File: config.mk
export PLATFORM = sky130hd
export DESIGN_NAME = srcc_regs
export DESIGN_NICKNAME = d
export VERILOG_FILES = /design/src/srcc_pkg.sv /design/src/srcc_reg_store.sv /design/src/srcc_regs.sv
export SDC_FILE = /design/constraint.sdc
export NUM_CORES = 1
export LEC_CHECK = 0
export ABC_AREA = 1
export BUFFER_PORTS_ARGS = -buffer_cell sky130_fd_sc_hd__buf_2
export CORE_MARGIN = 1.5
export CORE_UTILIZATION = 30
export CTS_CLUSTER_SIZE = 10
export DETAILED_ROUTE_END_ITERATION = 10
export PLACE_DENSITY = 0.55
export SYNTH_ARGS = -nofsm -noshare
export SYNTH_HDL_FRONTEND = slang
export SYNTH_HIERARCHICAL = 1
export SYNTH_SLANG_ARGS = --single-unit
File: constraint.sdc
create_clock -name clk -period 2.1 [get_ports clk]
set_input_delay 0.21 -clock clk [delete_from_list [all_inputs] [get_ports clk]]
set_output_delay 0.21 -clock clk [all_outputs]
set_load 0.005 [all_outputs]
File: src/srcc_pkg.sv
// Package with register map, field positions and carrier types.
package srcc_pkg;
    localparam logic [7:0] SRCC_ADDR_PATH_CTRL = 8'h29;
    localparam logic [7:0] SRCC_ADDR_INPUT_OPT = 8'h2a;
    localparam logic [7:0] SRCC_RESET_VALUE = 8'h00;
    localparam logic [7:0] SRCC_READ_UNMAPPED = 8'h00;
    localparam int SRCC_POS_WIDTH = 24;
    localparam int SRCC_SAMPLE_WIDTH = 16;
    localparam int SRCC_DECIM_WIDTH = 6;
    localparam logic [5:0] SRCC_DECIM_BYPASS = 6'h01;
    localparam int SRCC_NUM_REGS = 2;

    typedef struct packed {
        logic reserved;
        logic align_event_processor_enable;
        logic align_receiver_enable;
        logic window_fine_scale;
        logic [3:0] capture_delay_select;
    } srcc_path_control_t;

    typedef struct packed {
        logic [3:0] reserved;
        logic align_timestamp_enable;
        logic device_clock_dc_coupled_mode;
        logic align_input_dc_coupled_mode;
        logic align_polarity_invert;
    } srcc_input_options_t;

    typedef struct packed {
        logic write_strobe;
        logic read_strobe;
        logic [7:0] addr;
        logic [7:0] wdata;
    } srcc_access_t;
endpackage

File: src/srcc_reg_store.sv
// Small register store holding the configuration bytes with registered read.
`timescale 1ns/1ns
module srcc_reg_store (
    // Clock and reset.
    input wire logic clk,
    input wire logic reset,
    // Write port.
    input wire logic wr_en,
    input wire logic [0:0] wr_index,
    input wire logic [7:0] wr_data,
    // Read port.
    input wire logic [0:0] rd_index,
    output logic [7:0] rd_data,
    // Full contents for the datapath.
    output logic [15:0] contents
);
    import srcc_pkg::*;

    logic [7:0] mem_reg [SRCC_NUM_REGS];
    logic [7:0] mem_next [SRCC_NUM_REGS];
    logic [7:0] rd_data_next;

    always_comb begin
        for (int i = 0; i < SRCC_NUM_REGS; i++) begin
            mem_next[i] = mem_reg[i];
        end
        if (wr_en) begin
            mem_next[wr_index] = wr_data;
        end
        rd_data_next = mem_reg[rd_index];
    end

    always_ff @(posedge clk) begin
        for (int i = 0; i < SRCC_NUM_REGS; i++) begin
            if (reset) begin
                mem_reg[i] <= SRCC_RESET_VALUE;
            end else begin
                mem_reg[i] <= mem_next[i];
            end
        end
        if (reset) begin
            rd_data <= SRCC_RESET_VALUE;
        end else begin
            rd_data <= rd_data_next;
        end
    end

    assign contents = {mem_reg[1], mem_reg[0]};
endmodule // srcc_reg_store

File: src/srcc_regs.sv
// Alignment-signal and clock input control register bank with its datapath.
`timescale 1ns/1ns
// Summary of operation
// - Alignment events are processed only while the processor enable bit is set.
// - Receiver is powered and enabled exactly while its enable bit is set.
// - Fine scale bit selects smaller windowing delay steps.
// - The four-bit capture delay code selects the applied capture delay.
// - Timestamp plus sample marker puts alignment signal on sample LSB.
// - Timestamp on samples works only with decimation factor one.
// - Clock dc-coupled bit selects DC-coupled PECL clock input mode.
// - Alignment dc-coupled bit selects DC-coupled PECL alignment input mode.
// - Polarity invert bit inverts the alignment signal before use.
// - First control register resets to all zeros.
// - Second control register resets to all zeros.
// - A 24-bit edge position status is reported for the host.
module srcc_regs (
    // Clock and reset.
    input wire logic clk,
    input wire logic reset,
    // Control port access.
    input wire srcc_pkg::srcc_access_t access,
    output logic [7:0] read_data,
    output logic read_valid,
    // Alignment signal and windowing detector.
    input wire logic align_in,
    input wire logic [23:0] edge_detector_raw,
    output logic [23:0] edge_position_status,
    // Sample path.
    input wire logic sample_marker_enable,
    input wire logic [5:0] decimation_factor,
    input wire logic [15:0] sample_in,
    output logic [15:0] sample_out,
    // Analog control outputs.
    output logic receiver_power_enable,
    output logic align_event,
    output logic window_fine_step,
    output logic [3:0] capture_delay_code,
    output logic clock_input_dc_mode,
    output logic align_input_dc_mode
);
    import srcc_pkg::*;

    srcc_path_control_t path_ctrl;
    srcc_input_options_t in_opts;
    logic [15:0] contents;
    logic [7:0] store_rd;
    logic wr_hit;
    logic rd_hit_reg;
    logic rd_hit_next;
    logic [23:0] pos_reg;
    logic [23:0] pos_next;
    logic [15:0] sample_reg;
    logic [15:0] sample_next;
    logic align_reg;
    logic align_next;
    logic align_prev_reg;
    logic event_reg;
    logic event_next;

    function automatic logic is_mapped(input logic [7:0] a);
        return (a == SRCC_ADDR_PATH_CTRL) || (a == SRCC_ADDR_INPUT_OPT);
    endfunction

    assign wr_hit = access.write_strobe && is_mapped(access.addr);

    srcc_reg_store u_store (
        .clk(clk),
        .reset(reset),
        .wr_en(wr_hit),
        .wr_index(access.addr == SRCC_ADDR_INPUT_OPT),
        .wr_data(access.wdata),
        .rd_index(access.addr == SRCC_ADDR_INPUT_OPT),
        .rd_data(store_rd),
        .contents(contents)
    );

    assign path_ctrl = srcc_path_control_t'(contents[7:0]);
    assign in_opts = srcc_input_options_t'(contents[15:8]);

    always_comb begin
        rd_hit_next = access.read_strobe && is_mapped(access.addr);
        // Alignment level, inverted when the polarity invert bit is set, gated by the receiver enable.
        align_next = path_ctrl.align_receiver_enable
            && (align_in ^ in_opts.align_polarity_invert);
        // Rising edge counts as an event only with the processor enabled.
        event_next = path_ctrl.align_event_processor_enable
            && align_reg && !align_prev_reg;
        pos_next = path_ctrl.align_receiver_enable
            ? edge_detector_raw : pos_reg;
        sample_next = sample_in;
        if (in_opts.align_timestamp_enable && sample_marker_enable
            && decimation_factor == SRCC_DECIM_BYPASS) begin
            sample_next[0] = align_reg;
        end
    end

    always_ff @(posedge clk) begin
        if (reset) begin
            rd_hit_reg <= 1'b0;
            align_reg <= 1'b0;
            align_prev_reg <= 1'b0;
            event_reg <= 1'b0;
            pos_reg <= '0;
            sample_reg <= '0;
        end else begin
            rd_hit_reg <= rd_hit_next;
            align_reg <= align_next;
            align_prev_reg <= align_reg;
            event_reg <= event_next;
            pos_reg <= pos_next;
            sample_reg <= sample_next;
        end
    end

    assign read_valid = rd_hit_reg;
    assign read_data = rd_hit_reg ? store_rd : SRCC_READ_UNMAPPED;
    assign edge_position_status = pos_reg;
    assign sample_out = sample_reg;
    assign align_event = event_reg;
    assign receiver_power_enable = path_ctrl.align_receiver_enable;
    assign window_fine_step = path_ctrl.window_fine_scale;
    assign capture_delay_code = path_ctrl.capture_delay_select;
    assign clock_input_dc_mode = in_opts.device_clock_dc_coupled_mode;
    assign align_input_dc_mode = in_opts.align_input_dc_coupled_mode;
endmodule // srcc_regs

=== Word level (Yosys, flattened, before mapping) ===
Memory sizes are Yosys's and may differ from the RTL's. A register that Yosys moved wholly into a read port is not among the register bits.
Cells that the tools add are included.

* Memories kept: 1
* Input port bits: 68
* Bits in registers: 44
* Logic and storage cells: 37
* RAM bits: 16

{| class="wikitable"
|+ Memories
! name !! words !! width !! rd ports !! clocked after memory_dff !! wr ports !! RTL line !! RTL
|-
| u_store.mem_reg || 2 || 8 || 3 || 1 || 2 || srcc_reg_store.sv:19 || <nowiki>logic [7:0] mem_reg [SRCC_NUM_REGS];</nowiki>
|}

* Reduce and logical (&&, ||, !) cells: 10
* Bitwise logic cells: 4
* $lt $le $gt $ge: 2
* Eq/ne operators: 3
* Mux-type cells: 11

{| class="wikitable"
|+ Operators by type and width
! kind !! count
|-
| $mux 8 || 4
|-
| $bwmux 16 || 1
|-
| $eq 8x6->1 const B || 2
|-
| $mux 16 || 1
|-
| $demux 8 s1 || 1
|-
| $logic_and 1x1->1 || 8
|-
| $eq 6x1->1 const B || 1
|-
| $mux 1 || 4
|-
| $ge 2x2->1 const B || 1
|-
| $lt 2x1->1 const B || 1
|-
| $not 1->2 || 1
|-
| $or 1x1->1 || 2
|-
| $logic_not 1->1 || 1
|-
| $logic_or 1x1->1 || 1
|-
| $xor 1x1->1 || 1
|}

=== Logic depth before layout (Yosys ltp) ===
* Word-level depth: 9
* Mapped depth: 11
* Depth with buffers taken out: 10

=== By module ===
The synthesis kept the hierarchy.

{| class="wikitable"
|+ By module, submodules not included
! module !! times used !! cells each !! area each (um2)
|-
| srcc_regs || 1 || 209 || 1,601.5
|-
| srcc_reg_store || 1 || 123 || 932.1
|}

=== Worst setup path before layout ===
No wires, ideal clock.

* Kind: in2reg
* Start point: input port access[12] in the netlist's numbering
* End point: memory u_store.mem_reg[1][0]
* Slack: 595 ps
* Buffers on the path: 1
* Arrival: 1,386 ps
* Cell stages on the path: 8
* Path through: inv_1 > nand2_1 > nor3_1 > nor2b_1 > buf_6 > nand2_2 > nand2_1 > a21oi_1

{| class="wikitable"
|+ RTL lines
! what !! RTL line !! RTL
|-
| start: declaration || srcc_regs.sv:21 || <nowiki>input wire srcc_pkg::srcc_access_t access,</nowiki>
|-
| end: declaration || srcc_reg_store.sv:19 ||
|}

==> metrics <==
Reg2Reg Depth=2; Area after DPL=3190 um2; largest net degree at the start of global routing=28; Switch Pwr=0.561 mW; post-synth cell types=21; register area share after synthesis=0.537; Synth Register Bits=68; Synth async-reset ratio=0; Tcrit/Tclk final=0.723; residual DRC count=0; die height=94.9 um; Internal=2.04 mW; Die X=94.9 um; Slowest cell on crit path=dfxtp_1; Switching Share=0.215; Min-Delay Path Class=primary input to register; Critical Path AT=1.31 ns; Initial Util=0.308; most frequent cells after synthesis=100 x nor2_1, 68 x dfxtp_1, 42 x inv_1, 34 x nand2_1, 26 x o21ai_0; vias in the first global route=1945; remaining antenna violation count=0; gr usage total=0.136; post-synth top area share=0.537; gp weighted congestion=0.827; Flop pwr share=0.504; Syn Area/Cell=7.63 um2; Mapped Nets=400; TritonCTS Buffers=9; final setup vio count=0; Routed Wire Length=6240 um; pwr/cell area=766 nW/um2; CTS H-Tree Depth=3; biggest area consumer among synthesized cells=dfxtp_1; most frequent cell after synthesis=nor2_1; Final Slew Violations=0; status=completed; Post-synth EDFFs=0; cell count after synthesis=332; Worst Skew=0.00752 ns; Avg WL per Cell=11.0 um; Peak Freq=0.658 GHz; CP required=1.89 ns; Reg area=1360 um2; fin nets=525; hold slack=0.0733 ns; critical path fanouts, max=20; Final min period=1.52 ns; leak pwr=1.89 nW; Post-Layout Cell Count=566; CTS tree=done; Post-Synthesis Cell Area=2530 um2; Final Cell Area=3400 um2; Clock Tree Buf Depth=2; CP max stage delay=0.53 ns; max FFs per register=24; worst setup path class=register to output port; DPL Wire Length=4550 um; Critical Path Source Type=register; Worst-path clk slew=0.07 ns; ranking of synthesized cells by area=dfxtp_1 54%, nor2_1 15%, inv_1 6.2%; Final Util=0.414; Clk network pwr share=0.441; Final WS setup=0.581 ns; Tot Pwr=2.61 mW; initial antenna violation count=0; RSZ-0062 raised after global routing=no; first-pass GRT wire length=9350 um; Vias=2373; fill count=890; slew margin rel.=0.669; layout cells sized above 1=0.332; CP Capture Type=output port; Max IR drop VDD=0.354 mV; Max Cap Viol=0; post_cts resized=0; Skew-Pair Late Insertion Delay=0.33 ns; cell depth of the worst setup path=2; initial DRC count=75; Yosys warnings=6; clock root cell=clkbuf_8; vias per inst=4.19; area of the multi-input gates=865 um2; First-pass DRT Iterations=4; Ports=126; CP cell instances=buf_4, buf_2; final hold viol count=0; synth-to-layout area growth=34.2%; number of buffers added on ports=125; diode count=0; hold-fix buffers at CTS=0; DP Cell Count=551; Worst Path Buf+Inv=2; Sink Count=68; GR Overflow Total=0; post-place setup slack=0.617 ns; most frequently used flop master after synthesis=dfxtp_1; worst slew pin tran=0.496 ns; Fin Setup TNS=0 ns; row count=33; CP delay by family, top=flip-flops; Comb pwr share=0.055; setup bufs post-CTS=0; hold path depth=2; die footprint=9010 um2; total core area=8220 um2
==> path summary, 6_finish.rpt <==
| path | startpoint | endpoint | slack (ns) |
|---|---|---|---|
| worst max-delay path | u_store/mem_reg[0][5] | receiver_power_enable | 0.58 |
| worst max register to register | u_store/mem_reg[0][5] | align_reg | 0.94 |
| worst min register to register | align_prev_reg | align_event | 0.38 |
| worst min-delay path | align_in | align_reg | 0.07 |
==> kinds of logic (layout without fill, tap and decap cells) <==
group,Yosys count,after routing,synth area share
simple gates,160,160,0.255
compound gates,43,43,0.0859
buf+inv,61,190,0.121
flops,68,68,0.537
==> power by group through the flow <==
stage               Combinational (mW)  Clock, mW  Sequential [mW]
floorplan                       0.0568          0             1.35
global placement                 0.144          0             1.34
detailed placement               0.144          0             1.34
CTS                              0.145       1.20             1.31
global route                     0.162       1.26             1.32
finish                           0.143       1.15             1.31
==> cell type report <==
type | instances | area share
Clock buffer | 9 | 0.0364
Clock inverter | 6 | 0.0261
Inverter | 47 | 0.0534
Multi-Input combinational cell | 203 | 0.254
Sequential cell | 68 | 0.400
Tap cell | 105 | 0.0386
Timing Repair Buffer | 128 | 0.191
==> placed cells by master, fill, tap and decap left out, drive strengths merged <==
master and count:
clkbuf 9, clkinvlp 2, nor3 1, clkinv 1, nand2 35, dfxtp 68, a211oi 1, buf 128
nor2 104, a21oi 9, nor2b 1, nand4 1, nand3 18, inv 48, bufinv 2, o21ai 33
==> per-layer routing <==
layer,wire length [um],GRT usage,up-vias
li1,-,-,1258
met1,2900,0.171,1053
met2,3030,0.215,56
met3,235,0.0354,6
met4,75,0.0672,0
met5,0,0,-
No activity file was read; power rests on OpenSTA's default activity.
